## config.mk

```make
export PLATFORM = sky130hd
export DESIGN_NAME = sdb_ctrl
export DESIGN_NICKNAME = d
export VERILOG_FILES = /design/src/sdb_pkg.sv /design/src/sdb_bank_if.sv /design/src/sdb_bank.sv /design/src/sdb_ctrl.sv
export SDC_FILE = /design/constraint.sdc
export NUM_CORES = 1
export LEC_CHECK = 0
export BUFFER_PORTS_ARGS = -buffer_cell sky130_fd_sc_hd__buf_2
export CORE_UTILIZATION = 45
export DETAILED_ROUTE_END_ITERATION = 8
export HOLD_SLACK_MARGIN = 0.05
export PLACE_DENSITY = 0.64
export SYNTH_ARGS = -nofsm -noshare
export SYNTH_HDL_FRONTEND = slang
export SYNTH_SLANG_ARGS = --single-unit
export TNS_END_PERCENT = 20
```

## constraint.sdc

```tcl
create_clock -name REF_CLK -period 7 [get_ports REF_CLK]
set_clock_uncertainty 0.1 [all_clocks]
set_input_delay 1.4 -clock REF_CLK [delete_from_list [all_inputs] [get_ports REF_CLK]]
set_output_delay 1.4 -clock REF_CLK [all_outputs]
set_load 0.02 [all_outputs]
```

## src/sdb_pkg.sv

```systemverilog
// Shared constants and types for the DRAM bank-state and clock-enable block.
// Assumes a single 40 MHz command clock; all pins sampled on its rising edge.
package sdb_pkg;

  localparam int CLK_PS         = 25000;
  localparam int T_RP_NS        = 18;
  localparam int T_RCD_NS       = 18;
  localparam int T_RAS_NS       = 42;
  localparam int T_RRD_NS       = 12;
  localparam int T_DPL_NS       = 12;
  localparam int T_RFC_NS       = 66;
  localparam int T_XSR_NS       = 66;
  localparam int T_DPD_EXIT_US  = 100;
  localparam int MRS_CYC        = 2;

  // Least times round up, never below one cycle
  function automatic int min_cyc(input int ns);
    int c;
    c = (ns * 1000 + CLK_PS - 1) / CLK_PS;
    return (c < 1) ? 1 : c;
  endfunction

  localparam int RP_CYC         = min_cyc(T_RP_NS);
  localparam int RCD_CYC        = min_cyc(T_RCD_NS);
  localparam int RAS_CYC        = min_cyc(T_RAS_NS);
  localparam int RRD_CYC        = min_cyc(T_RRD_NS);
  localparam int DPL_CYC        = min_cyc(T_DPL_NS);
  localparam int RFC_CYC        = min_cyc(T_RFC_NS);
  localparam int XSR_CYC        = min_cyc(T_XSR_NS);
  localparam int DPD_CYC        = (T_DPD_EXIT_US * 1000000 + CLK_PS - 1) / CLK_PS;

  localparam int CNT_W          = 12;
  localparam int BCNT_W         = 4;
  localparam int BST_W          = 4;
  localparam int MODE_W         = 10;
  localparam int BL_LSB         = 0;
  localparam int BL_MSB         = 2;
  localparam int WB_BIT         = 9;
  localparam int AUTO_CLOSE_BIT = 10;
  localparam logic [MODE_W-1:0] MODE_RST = 10'h000;

  typedef enum logic [2:0] {
    CMD_NOP = 3'h0,
    CMD_ACT = 3'h1,
    CMD_RD  = 3'h2,
    CMD_WR  = 3'h3,
    CMD_PRE = 3'h4,
    CMD_REF = 3'h5,
    CMD_MRS = 3'h6,
    CMD_DPD = 3'h7
  } sdb_cmd_t;

  typedef enum logic [3:0] {
    BS_IDLE      = 4'h0,
    BS_ACTIVATNG = 4'h1,
    BS_ACTIVE    = 4'h2,
    BS_READ      = 4'h3,
    BS_WRITE     = 4'h4,
    BS_READ_AC   = 4'h5,
    BS_WRITE_AC  = 4'h6,
    BS_WR_REC    = 4'h7,
    BS_WR_REC_AC = 4'h8,
    BS_PRECH     = 4'h9
  } sdb_bank_st_t;

  typedef enum logic [3:0] {
    DS_NORMAL   = 4'h0,
    DS_REFRESH  = 4'h1,
    DS_MRS      = 4'h2,
    DS_SELF_REF = 4'h3,
    DS_SR_EXIT  = 4'h4,
    DS_PWR_DOWN = 4'h5,
    DS_DEEP_PD  = 4'h6,
    DS_DPD_EXIT = 4'h7,
    DS_SUSPEND  = 4'h8
  } sdb_dev_st_t;

endpackage

```

## src/sdb_bank_if.sv

```systemverilog
// Carrier between the command decoder and one bank state machine.
// Assumes the decoder forwards every command decoded in the normal state this edge except low-power entries, refused ones included.
`timescale 1ns/1ps
interface sdb_bank_if;
  import sdb_pkg::*;
  logic                en;
  sdb_cmd_t            cmd;
  logic                hit;
  logic                a10;
  logic [BCNT_W-1:0]   bl;
  logic                wr_single;
  sdb_bank_st_t        st;
  logic                ill;
  modport top  (output en, cmd, hit, a10, bl, wr_single, input st, ill);
  modport bank (input en, cmd, hit, a10, bl, wr_single, output st, ill);
endinterface

```

## src/sdb_bank.sv

```systemverilog
// One bank: state, burst and recovery timers, per-bank legality.
// Assumes en is the gated internal clock and cmd is already decoded.
`timescale 1ns/1ps
module sdb_bank
  import sdb_pkg::*;
#(
  parameter int RP  = RP_CYC,
  parameter int RCD = RCD_CYC,
  parameter int RAS = RAS_CYC,
  parameter int DPL = DPL_CYC
) (
  input  wire logic clk,
  input  wire logic rst_b,
  sdb_bank_if.bank  b
);
  initial begin
    if (RP < 1 || RP > 15 || RCD < 1 || RCD > 15 || RAS < 1 || RAS > 15 ||
        DPL < 1 || DPL > 15) begin
      $error("sdb_bank: timing counts must be 1 to 15");
    end
  end

  sdb_bank_st_t      st_r;
  sdb_bank_st_t      st_nxt;
  logic [BCNT_W-1:0] cnt_r;
  logic [BCNT_W-1:0] cnt_nxt;
  logic [BCNT_W-1:0] ras_r;
  logic [BCNT_W-1:0] ras_nxt;
  logic              ill;
  logic              go;
  logic              tick;
  logic              last;

  assign b.st  = st_r;
  assign b.ill = ill;

  always_comb begin
    // Burst-stop code with clock enable high is ignored, not refused
    go      = b.en && b.hit && (b.cmd != CMD_NOP) && (b.cmd != CMD_DPD);
    tick    = b.en && (cnt_r != '0);
    last    = tick && (cnt_r == BCNT_W'(1));
    st_nxt  = st_r;
    cnt_nxt = tick ? cnt_r - BCNT_W'(1) : cnt_r;
    ras_nxt = (b.en && ras_r != '0) ? ras_r - BCNT_W'(1) : ras_r;
    ill     = 1'b0;
    // Timer expiry first; an accepted command below overrides it
    case (st_r)
      BS_ACTIVATNG: if (last) st_nxt = BS_ACTIVE;
      BS_READ:      if (last) st_nxt = BS_ACTIVE;
      BS_WRITE, BS_WRITE_AC: begin
        if (last) begin
          st_nxt  = (st_r == BS_WRITE) ? BS_WR_REC : BS_WR_REC_AC;
          cnt_nxt = BCNT_W'(DPL);
        end
      end
      BS_READ_AC: begin
        if (last) begin
          st_nxt  = (RP > 1) ? BS_PRECH : BS_IDLE;
          cnt_nxt = BCNT_W'(RP - 1);
        end
      end
      BS_WR_REC:    if (last) st_nxt = BS_ACTIVE;
      BS_WR_REC_AC: begin
        if (last) begin
          st_nxt  = (RP > 1) ? BS_PRECH : BS_IDLE;
          cnt_nxt = BCNT_W'(RP - 1);
        end
      end
      BS_PRECH:     if (last) st_nxt = BS_IDLE;
      default:      st_nxt = st_r;
    endcase
    if (go) begin
      case (st_r)
        BS_IDLE: begin
          if (b.cmd == CMD_ACT) begin
            st_nxt  = (RCD > 1) ? BS_ACTIVATNG : BS_ACTIVE;
            cnt_nxt = BCNT_W'(RCD - 1);
            ras_nxt = BCNT_W'(RAS - 1);
          end else if (b.cmd == CMD_RD || b.cmd == CMD_WR) begin
            ill = 1'b1;
          end
        end
        BS_ACTIVE, BS_READ, BS_WRITE, BS_WR_REC: begin
          if (b.cmd == CMD_RD || b.cmd == CMD_WR) begin
            if (b.cmd == CMD_RD) begin
              st_nxt  = b.a10 ? BS_READ_AC : BS_READ;
              cnt_nxt = b.bl;
            end else begin
              st_nxt  = b.a10 ? BS_WRITE_AC : BS_WRITE;
              cnt_nxt = b.wr_single ? BCNT_W'(1) : b.bl;
            end
          end else if (b.cmd == CMD_PRE && st_r != BS_WR_REC &&
                       (st_r != BS_ACTIVE || ras_r == '0)) begin
            // Write data not yet recovered must be masked outside
            st_nxt  = (RP > 1) ? BS_PRECH : BS_IDLE;
            cnt_nxt = BCNT_W'(RP - 1);
          end else begin
            ill = 1'b1;
          end
        end
        BS_PRECH: ill = (b.cmd != CMD_PRE);
        default:  ill = 1'b1;
      endcase
    end
  end

  always_ff @(posedge clk or negedge rst_b) begin
    if (!rst_b) begin
      st_r  <= BS_IDLE;
      cnt_r <= '0;
      ras_r <= '0;
    end else begin
      st_r  <= st_nxt;
      cnt_r <= cnt_nxt;
      ras_r <= ras_nxt;
    end
  end
endmodule

```

## src/sdb_ctrl.sv

```systemverilog
// Command decoder, clock-enable power states and four bank state machines.
// Assumes pins are synchronous to REF_CLK; no register bus is present.
`timescale 1ns/1ps
// Operation
// - Precharge during a plain write burst ends it and begins precharging.
// - A write during a plain write burst restarts the write, optionally auto-close.
// - A read during a plain write burst cuts the write and starts the read.
// - Precharging bank ignores precharge or no-op; idle after precharge period.
// - Activating bank ignores no-op; row-active after activate-to-access delay.
// - Plain write recovery ends in row-active after the write-recovery time.
// - A write during plain write recovery restarts writing, auto-close when address bit high.
// - After mode register access only no-ops; idle two cycles later.
// - Commands decode only when clock enable was high the cycle before.
// - All idle, clock enable falling: refresh enters self refresh, no-op power down.
// - Self refresh exits on clock enable rising; a command other than a no-op there is refused.
// - Deep power down exit needs no-ops for 100 microseconds.
// - In low-power states a high previous clock enable is invalid.
// - Otherwise clock enable low suspends next cycle; rising resumes next cycle.
// - Burst-stop encoding with clock enable falling enters deep power down.
module sdb_ctrl
  import sdb_pkg::*;
#(
  parameter int NUM_BANKS = 4,
  parameter int DPD_EXIT  = DPD_CYC
) (
  input  wire logic                           REF_CLK,
  input  wire logic                           RST_B,
  input  wire logic                           CKE,
  input  wire logic                           CS_B,
  input  wire logic                           RAS_B,
  input  wire logic                           CAS_B,
  input  wire logic                           WE_B,
  input  wire logic [1:0]                     BA,
  input  wire logic [10:0]                    ADDR,
  output logic [NUM_BANKS*sdb_pkg::BST_W-1:0] BANK_STATE,
  output logic [3:0]                          DEV_STATE,
  output logic                                ALL_BANKS_IDLE,
  output logic                                CLK_ACTIVE,
  output logic                                CMD_ILLEGAL
);
  initial begin
    if (NUM_BANKS < 1 || NUM_BANKS > 4) begin
      $error("sdb_ctrl: NUM_BANKS must be 1 to 4");
    end
    if (DPD_EXIT < 2 || DPD_EXIT >= (1 << CNT_W)) begin
      $error("sdb_ctrl: DPD_EXIT out of counter range");
    end
  end

  sdb_dev_st_t         dev_r;
  sdb_dev_st_t         dev_nxt;
  logic [CNT_W-1:0]    cnt_r;
  logic [CNT_W-1:0]    cnt_nxt;
  logic [BCNT_W-1:0]   rrd_r;
  logic [BCNT_W-1:0]   rrd_nxt;
  logic [MODE_W-1:0]   mode_r;
  logic [MODE_W-1:0]   mode_nxt;
  logic                cke_prev_r;
  logic                ill_r;
  logic                ill;
  logic                bank_go;
  logic                all_idle;
  logic                is_nop;
  logic                bank_ill;
  sdb_cmd_t            cmd;
  logic [BCNT_W-1:0]   bl;
  logic [NUM_BANKS-1:0] idle_v;
  logic [NUM_BANKS-1:0] ill_v;

  always_comb begin
    cmd = CMD_NOP;
    if (!CS_B) begin
      case ({RAS_B, CAS_B, WE_B})
        3'b011:  cmd = CMD_ACT;
        3'b101:  cmd = CMD_RD;
        3'b100:  cmd = CMD_WR;
        3'b010:  cmd = CMD_PRE;
        3'b001:  cmd = CMD_REF;
        3'b000:  cmd = CMD_MRS;
        3'b110:  cmd = CMD_DPD;
        default: cmd = CMD_NOP;
      endcase
    end
  end

  // Full page is coded as zero: the burst runs until cut off
  always_comb begin
    case (mode_r[BL_MSB:BL_LSB])
      3'b000:  bl = BCNT_W'(1);
      3'b001:  bl = BCNT_W'(2);
      3'b010:  bl = BCNT_W'(4);
      3'b011:  bl = BCNT_W'(8);
      3'b111:  bl = '0;
      default: bl = BCNT_W'(1);
    endcase
  end

  assign is_nop   = (cmd == CMD_NOP);
  assign all_idle = &idle_v;
  assign bank_ill = |ill_v;

  always_comb begin
    dev_nxt  = dev_r;
    cnt_nxt  = cnt_r;
    mode_nxt = mode_r;
    rrd_nxt  = (cke_prev_r && rrd_r != '0) ? rrd_r - BCNT_W'(1) : rrd_r;
    ill      = 1'b0;
    bank_go  = 1'b0;
    case (dev_r)
      DS_NORMAL: begin
        if (cke_prev_r) begin
          if (!CKE && all_idle && cmd == CMD_REF) begin
            dev_nxt = DS_SELF_REF;
          end else if (!CKE && all_idle && is_nop) begin
            dev_nxt = DS_PWR_DOWN;
          end else if (!CKE && cmd == CMD_DPD) begin
            dev_nxt = DS_DEEP_PD;
            ill     = !all_idle;
          end else begin
            if (!CKE) begin
              dev_nxt = DS_SUSPEND;
            end
            bank_go = 1'b1;
            if (cmd == CMD_REF || cmd == CMD_MRS) begin
              if (!all_idle) begin
                ill = 1'b1;
              end else if (cmd == CMD_REF) begin
                dev_nxt = DS_REFRESH;
                cnt_nxt = CNT_W'(RFC_CYC - 1);
              end else begin
                dev_nxt = DS_MRS;
                cnt_nxt = CNT_W'(MRS_CYC - 1);
                if (BA == 2'b00) begin
                  mode_nxt = ADDR[MODE_W-1:0];
                end
              end
            end else if (cmd == CMD_ACT) begin
              if (rrd_r != '0) begin
                ill = 1'b1;
              end
              rrd_nxt = BCNT_W'(RRD_CYC - 1);
            end
          end
        end
      end
      DS_REFRESH, DS_MRS, DS_SR_EXIT, DS_DPD_EXIT: begin
        // Exit periods time out even if clock enable wobbles
        ill = !is_nop;
        if (cnt_r <= CNT_W'(1)) begin
          dev_nxt = DS_NORMAL;
        end else begin
          cnt_nxt = cnt_r - CNT_W'(1);
        end
      end
      DS_SELF_REF: begin
        if (cke_prev_r) begin
          ill = 1'b1;
        end else if (CKE) begin
          dev_nxt = DS_SR_EXIT;
          cnt_nxt = CNT_W'(XSR_CYC - 1);
          ill     = !is_nop;
        end
      end
      DS_PWR_DOWN: begin
        if (cke_prev_r) begin
          ill = 1'b1;
        end else if (CKE) begin
          dev_nxt = DS_NORMAL;
          ill     = !is_nop;
        end
      end
      DS_DEEP_PD: begin
        if (cke_prev_r) begin
          ill = 1'b1;
        end else if (CKE) begin
          dev_nxt = DS_DPD_EXIT;
          cnt_nxt = CNT_W'(DPD_EXIT - 1);
          ill     = !is_nop;
        end
      end
      DS_SUSPEND: begin
        if (CKE) begin
          dev_nxt = DS_NORMAL;
        end
      end
      default: dev_nxt = DS_NORMAL;
    endcase
    if (bank_go && bank_ill) begin
      ill = 1'b1;
    end
  end

  always_ff @(posedge REF_CLK or negedge RST_B) begin
    if (!RST_B) begin
      dev_r      <= DS_NORMAL;
      cnt_r      <= '0;
      rrd_r      <= '0;
      mode_r     <= MODE_RST;
      cke_prev_r <= 1'b0;
      ill_r      <= 1'b0;
    end else begin
      dev_r      <= dev_nxt;
      cnt_r      <= cnt_nxt;
      rrd_r      <= rrd_nxt;
      mode_r     <= mode_nxt;
      cke_prev_r <= CKE;
      ill_r      <= ill;
    end
  end

  // Bank timers freeze while the internal clock is gated off
  for (genvar i = 0; i < NUM_BANKS; i++) begin : g_bank
    sdb_bank_if bif ();
    assign bif.en        = cke_prev_r;
    assign bif.cmd       = bank_go ? cmd : CMD_NOP;
    assign bif.hit       = (BA == 2'(i)) ||
                           (cmd == CMD_PRE && ADDR[AUTO_CLOSE_BIT]);
    assign bif.a10       = ADDR[AUTO_CLOSE_BIT];
    assign bif.bl        = bl;
    assign bif.wr_single = mode_r[WB_BIT];
    assign idle_v[i]     = (bif.st == BS_IDLE);
    assign ill_v[i]      = bif.ill;
    assign BANK_STATE[i*BST_W +: BST_W] = bif.st;
    sdb_bank u_bank (
      .clk   (REF_CLK),
      .rst_b (RST_B),
      .b     (bif)
    );
  end

  assign DEV_STATE      = dev_r;
  assign ALL_BANKS_IDLE = all_idle;
  assign CLK_ACTIVE     = cke_prev_r;
  assign CMD_ILLEGAL    = ill_r;
endmodule

```

==> flow_metrics.py, run 1 <==
metrics = {
    "status": {
        "run_status": "complete, no violations",
    },
    "die": {
        "dieArea_um2": 13500,
        "core_um2": 12700,
        "die_height_um": 116,
        "num_rows": 41,
        "start_util_pct": 46.2,
        "io_pins": 43,
        "die_w_um": 116,
    },
    "flow_run": {
        "cap_violations": 0,
    },
    "setup_path": {
        "worstPathMaxFanout": 16,
        "endpoint": "ALL_BANKS_IDLE",
        "reg2regPathDepth": 6,
        "end_kind": "output pin",
        "r2r_start": "g_bank[2].u_bank.b.st[1]",
        "rrSetupSlack_ns": 3.71,
        "critPathKind": "register to output pin",
        "startpoint_type": "register",
        "crit_path_start": "g_bank[2].u_bank.b.st[1]",
        "worst_r2r_endpoint": "cnt_r[7]",
        "cp.arrival_ns": 2.56,
        "cp.required_ns": 5.50,
    },
    "final_layout": {
        "syn2layout_area_growth_pct": 9.61,
        "drive_gt1_share_pct": 11.0,
        "mostFrequentLayoutCell": "nor2_1",
        "nFillCells": 1218,
        "layout_common_cells": "nor2_1 (91), dfrtp_1 (74), a21oi_1 (62)",
        "postLayoutCoreUtil_pct": 50.7,
        "diodes": 0,
        "fin_nets": 787,
    },
    "synthesis": {
        "synth.distinct_cells": 76,
        "synth_top_flop_cell": "dfrtp_1",
        "synth_seq_area_share_pct": 31.6,
        "ys_ff_latch": 74,
        "synth_edf_count": 0,
        "yosys_warnings": 0,
        "ys_async_sr_fraction_pct": 100,
        "ys_top_cells_by_area": "dfrtp_1 (32%), nor2_1 (5.8%), a21oi_1 (5.3%), ha_1 (3.4%), nand2_1 (3.4%)",
        "yosysTopAreaCellShare_pct": 31.6,
        "syn-cell-area_um2": 5860,
        "synthCells": 738,
        "synth_area_per_cell_um2": 7.94,
        "synth_area_leader_cell": "dfrtp_1",
        "syn_nets": 774,
    },
    "drt": {
        "drt_iter0_drc": 470,
        "vias_per_cell": 6.12,
        "firstDrtPassIters": 5,
        "num_vias": 5683,
        "wl_mm": 15.4,
        "final_antenna_net_count": 0,
        "routedWlPerCell_um": 16.6,
        "drc_errors": 0,
    },
    "placement": {
        "hpwl_mm": 10.9,
        "globalplace.congestion": 0.881,
        "portBuffers": 36,
    },
    "timing": {
        "timing_hold_violations_final": 0,
        "rsz0062_at_grt": "no",
        "slew_viol_final": 0,
        "max_freq_mhz": 247,
        "tightest_slew_ns": 1.04,
        "setup_viol": 0,
        "timing.final.crit_share_pct": 57.9,
        "slew_headroom_pct": 29.0,
        "fin_tns_setup_ns": 0,
        "period_minus_slack_ns": 4.06,
    },
    "grt": {
        "antenna_found_initial": 0,
        "grt_pass1_wl_mm": 25.0,
        "grt_pass1_vias": 5075,
        "grt_max_degree": 75,
        "grt_overflow": 0,
        "grt_use_total_pct": 23.8,
    },
    "cts": {
        "cts_root_buf": "clkbuf_16",
        "cts_htree_levels": 3,
        "clkSinkCount": 74,
        "path_clk_slew_ns": 0.06,
        "numCtsBuffers": 9,
        "ctsResizeCount": 0,
        "clockBufferDepth": 2,
        "clkLatencyLatePin_ns": 0.35,
        "postCtsHoldBufs": 0,
        "postCtsSetupBuffers": 0,
        "cts_tree": "built",
    },
    "power_and_ir_drop": {
        "peakVddDrop_mv": 0.184,
        "cellLeakagePower_nw": 2.74,
        "power_density_nw_per_um2": 378,
    },
    "worst_hold_path": {
        "hp-class": "register to register",
    },
}
layout make-up:
type | instances | area (µm²) | share of cell area [%]
multi-input combinational | 587 | 3710 | 57.8
inverter | 39 | 148 | 2.30
sequential | 74 | 1850 | 28.8
tap | 172 | 215 | 3.35
timing repair buffer | 40 | 213 | 3.31
clock inverter | 2 | 10.0 | 0.156
clock buffer | 14 | 274 | 4.27
how the worst min path moves through the flow:
stage                    from   endpoint  slack [ns]  depth (start not counted)
floorplan           mode_r[9]  mode_r[9]        0.36                          1
global placement     cnt_r[6]   cnt_r[6]        0.39                          1
detailed placement   cnt_r[6]   cnt_r[6]        0.41                          1
CTS                  cnt_r[6]   cnt_r[6]        0.42                          1
global route        mode_r[9]  mode_r[9]        0.44                          1
finish               cnt_r[7]   cnt_r[7]        0.42                          1
Yosys cell counts (all sizes together), types with 18 or more instances:
| library cell | instances |
|---|---|
| nor2b | 18 |
| xnor2 | 21 |
| inv | 37 |
| nor2 | 91 |
| clkbuf | 30 |
| nor3 | 20 |
| nor3b | 20 |
| a21oi | 62 |
| o21ai | 47 |
| nand2 | 54 |
| dfrtp | 74 |
cells by family (layout without fill, tap and decap cells):
group / after synthesis / after routing / share of synthesized area, %
buf+inv: 77 / 95 / 5.15
fa+ha+maj: 17 / 17 / 3.59
simple gates: 309 / 309 / 28.6
flops: 74 / 74 / 31.6
xor+xnor: 23 / 23 / 3.44
mux: 9 / 9 / 1.69
compound gates: 229 / 229 / 25.9
per-stage QoR:
step	total power [W]	hold slack [ns]	area (µm²)	std cells	worst slack, ns
floorplan	0.00170	0.364	5860	738	3.29
global placement	0.00191	0.386	6140	912	3.00
detailed placement	0.00196	0.410	6140	912	2.97
CTS	0.00242	0.418	6420	928	2.97
global route	0.00262	0.443	6420	928	2.86
finish	0.00242	0.419	6420	928	2.94
per-layer routing:
metal / global-route usage (%) / vias to the layer above / wire [µm]
met5: 0 / - / 0
met4: 9.32 / 0 / 295
met3: 3.66 / 22 / 855
met2: 38.1 / 192 / 7180
met1: 32.2 / 2726 / 7120
li1: - / 2743 / -
worst max-delay path, stage by stage (launching register included):
cell	delay, ns
dfrtp_1	0.55
or4_1	0.66
or4_4	0.59
clkinv_2	0.20
buf_2	0.21
report_power, final:
| group | switching, W | internal (W) | leakage (nW) |
|---|---|---|---|
| combinational | 0.000669 | 0.000514 | 1.66 |
| clock | 0.000183 | 0.000268 | 0.143 |
| sequential | 0.000208 | 0.000582 | 0.933 |
flip-flops by register name, summed over array words and instances, names as in the netlist:
name	cells
CLK_ACTIVE	1
g_bank.u_bank.ras_r	16
g_bank.u_bank.b.st	16
DEV_STATE	4
mode_r	4
rrd_r	4
CMD_ILLEGAL	1
cnt_r	12
g_bank.u_bank.cnt_r	16
Note: power is estimated with default switching activity, not from simulation.
==> run 2: changes to the inputs <==
ABC_AREA = 1   (was unset)
clock period = 3.8 ns   (was 7 ns; I/O delays follow)
==> flow_metrics.py, run 2 <==
metrics = {
    "drt": {
        "vias_per_cell": 5.18,
        "final_antenna_net_count": 0,
        "wl_met2_mm": 6.78,
        "routedWlPerCell_um": 13.4,
        "highest_layer": "met4",
        "wl_met3_um": 513,
        "wl_mm": 15.3,
        "drt_iter0_drc": 357,
        "drt-met1-wl_mm": 7.41,
        "firstDrtPassIters": 5,
        "num_vias": 5901,
        "drc_errors": 0,
    },
    "worst_hold_path": {
        "hp-class": "register to register",
        "min_from": "cnt_r[9]",
    },
    "final_layout": {
        "drive_gt1_share_pct": 11.1,
        "diodes": 0,
        "mostFrequentLayoutCell": "nand2_1",
        "stdcell_count": 1140,
        "fin_nets": 1000,
        "nFillCells": 1309,
        "syn2layout_area_growth_pct": 11.0,
        "postLayoutCoreUtil_pct": 52.0,
        "layout_common_cells": "nand2_1 (243), inv_1 (141), nor2_1 (124)",
    },
    "placement": {
        "dp_cells": 1125,
        "globalplace.congestion": 0.849,
        "portBuffers": 36,
        "hpwl_mm": 11.3,
    },
    "power_and_ir_drop": {
        "power_frac_clock_pct": 18.8,
        "power_density_nw_per_um2": 751,
        "peakVddDrop_mv": 0.282,
        "switchingPower_w": 0.00235,
        "swShare_pct": 47.1,
        "power_frac_seq_pct": 28.3,
        "cellLeakagePower_nw": 3.53,
        "comb_power_share_pct": 52.9,
        "internal-power_w": 0.00264,
    },
    "setup_path": {
        "worstPathMaxFanout": 36,
        "end_kind": "register",
        "cp.required_ns": 3.93,
        "crit_path_start": "g_bank[1].u_bank.b.st[1]",
        "rrSetupSlack_ns": 0.94,
        "startpoint_type": "register",
        "critPathKind": "register to register",
        "r2r_start": "g_bank[1].u_bank.b.st[1]",
        "cp.arrival_ns": 2.99,
    },
    "cts": {
        "cts_htree_levels": 3,
        "path_clk_slew_ns": 0.06,
        "clkSinkCount": 74,
        "numCtsBuffers": 9,
        "postCtsHoldBufs": 0,
        "cts_tree": "built",
        "postCtsSetupBuffers": 0,
        "cts_root_buf": "clkbuf_16",
        "clkLatencyLatePin_ns": 0.35,
        "ctsResizeCount": 0,
        "clockBufferDepth": 2,
    },
    "timing": {
        "setup_viol": 0,
        "fin_tns_setup_ns": 0,
        "tightest_slew_ns": 0.966,
        "period_minus_slack_ns": 2.86,
        "max_freq_mhz": 349,
        "timing.final.crit_share_pct": 75.4,
        "slew_headroom_pct": 35.6,
        "rsz0062_at_grt": "no",
        "timing_hold_violations_final": 0,
        "slew_viol_final": 0,
    },
    "grt": {
        "grt_pass1_wl_mm": 26.8,
        "grt_overflow": 0,
        "grt_max_degree": 75,
        "antenna_found_initial": 0,
        "grt_use_total_pct": 23.9,
        "grt_pass1_vias": 5703,
    },
    "synthesis": {
        "synth_top_cells_by_count": "nand2_1 (243), inv_1 (141), nor2_1 (124)",
        "synth_area_per_cell_um2": 6.47,
        "synth_edf_count": 0,
        "ys_ff_latch": 74,
        "yosys_warnings": 0,
        "synthMostInstantiatedCell": "nand2_1",
        "syn-cell-area_um2": 5990,
        "syn_nets": 961,
        "ys_top_cells_by_area": "dfrtp_1 (31%), nand2_1 (15%), inv_1 (8.8%), nor2_1 (7.8%), o21ai_0 (5.3%)",
        "synth_seq_area_share_pct": 30.9,
        "yosysTopAreaCellShare_pct": 30.9,
        "ys_async_sr_fraction_pct": 100,
        "synth_top_flop_cell": "dfrtp_1",
        "synth_area_leader_cell": "dfrtp_1",
        "synthCells": 925,
        "synth.distinct_cells": 55,
    },
    "die": {
        "die_w_um": 117,
        "die_height_um": 117,
        "core_um2": 12800,
        "start_util_pct": 46.9,
        "io_pins": 43,
        "num_rows": 41,
        "dieArea_um2": 13800,
    },
    "status": {
        "run_status": "complete, no violations",
    },
    "flow_run": {
        "cap_violations": 0,
    },
}
-- run 2: changes by cell type after synthesis, sizes merged, moves of 18 or more --
cell	before	now
a21oi	62	41
nand2	54	255
clkbuf	30	1
o21ai	47	72
nor2b	18	0
inv	37	153
nand3	8	63
nor2	91	132
-- run 2: area by class of cell --
cell class	instances	area, µm²	share of cell area [%]
Tap cell	172	215	3.24
Multi-Input combinational cell	687	3480	52.4
Timing Repair Buffer	38	198	2.98
Clock inverter	4	76.3	1.15
Clock buffer	11	243	3.65
Inverter	154	579	8.72
Sequential cell	74	1850	27.9
-- run 2: logic make-up after synthesis --
| group | synth area share (%) |
|---|---|
| mux | 0.752 |
| compound gates | 13.4 |
| fa+ha+maj | 3.34 |
| buf+inv | 10.9 |
| simple gates | 38.3 |
| flops | 30.9 |
| xor+xnor | 2.34 |
-- run 2: metal layers --
| metal | vias to the layer above | GRT usage [%] |
|---|---|---|
| met3 | 40 | 3.06 |
| met1 | 2681 | 31.7 |
| met2 | 131 | 37.9 |
| met5 | - | 0 |
| li1 | 3049 | - |
| met4 | 0 | 12.9 |
-- run 2: power by group through the flow --
stage	Combinational [W]	Sequential, W	Clock (W)
after CTS	0.00264	0.00141	0.000958
after global placement	0.00260	0.00142	0
after floorplan	0.00203	0.00145	0
after global routing	0.00307	0.00147	0.000985
after detailed placement	0.00262	0.00142	0
final	0.00264	0.00141	0.000937
-- run 2: final timing paths --
check / endpoint / depth (start not counted)
min in group asynchronous: g_bank[0].u_bank.ras_r[0] / 1
max in group asynchronous: g_bank[1].u_bank.ras_r[2] / 1
setup / recovery: g_bank[2].u_bank.cnt_r[0] / 13
hold / removal: cnt_r[9] / 2
hold reg to reg: cnt_r[9] / 2
setup reg to reg: g_bank[2].u_bank.cnt_r[0] / 13
-- run 2: through the flow --
step / setup slack, ns / power [W] / cell area (µm²) / hold slack [ns]
after floorplan: 1.50 / 0.00348 / 5990 / 0.353
after global placement: 0.662 / 0.00402 / 6320 / 0.383
after detailed placement: 0.660 / 0.00404 / 6320 / 0.386
after CTS: 0.941 / 0.00501 / 6640 / 0.399
after global routing: 0.652 / 0.00552 / 6640 / 0.437
final: 0.937 / 0.00499 / 6640 / 0.397
-- run 2: critical path, cell delays in order (launching register included) --
cell and delay [ns]:
dfrtp_1 0.48, nor2_1 0.11, nand2_1 0.22, nor2_1 0.12, nand2_2 0.13, nor3_2 0.07, nor2_4 0.25, nand3_4 0.37
inv_2 0.30, nand3_1 0.27, nand3_1 0.14, nand2_1 0.06, nand2_1 0.05, nand2_1 0.06
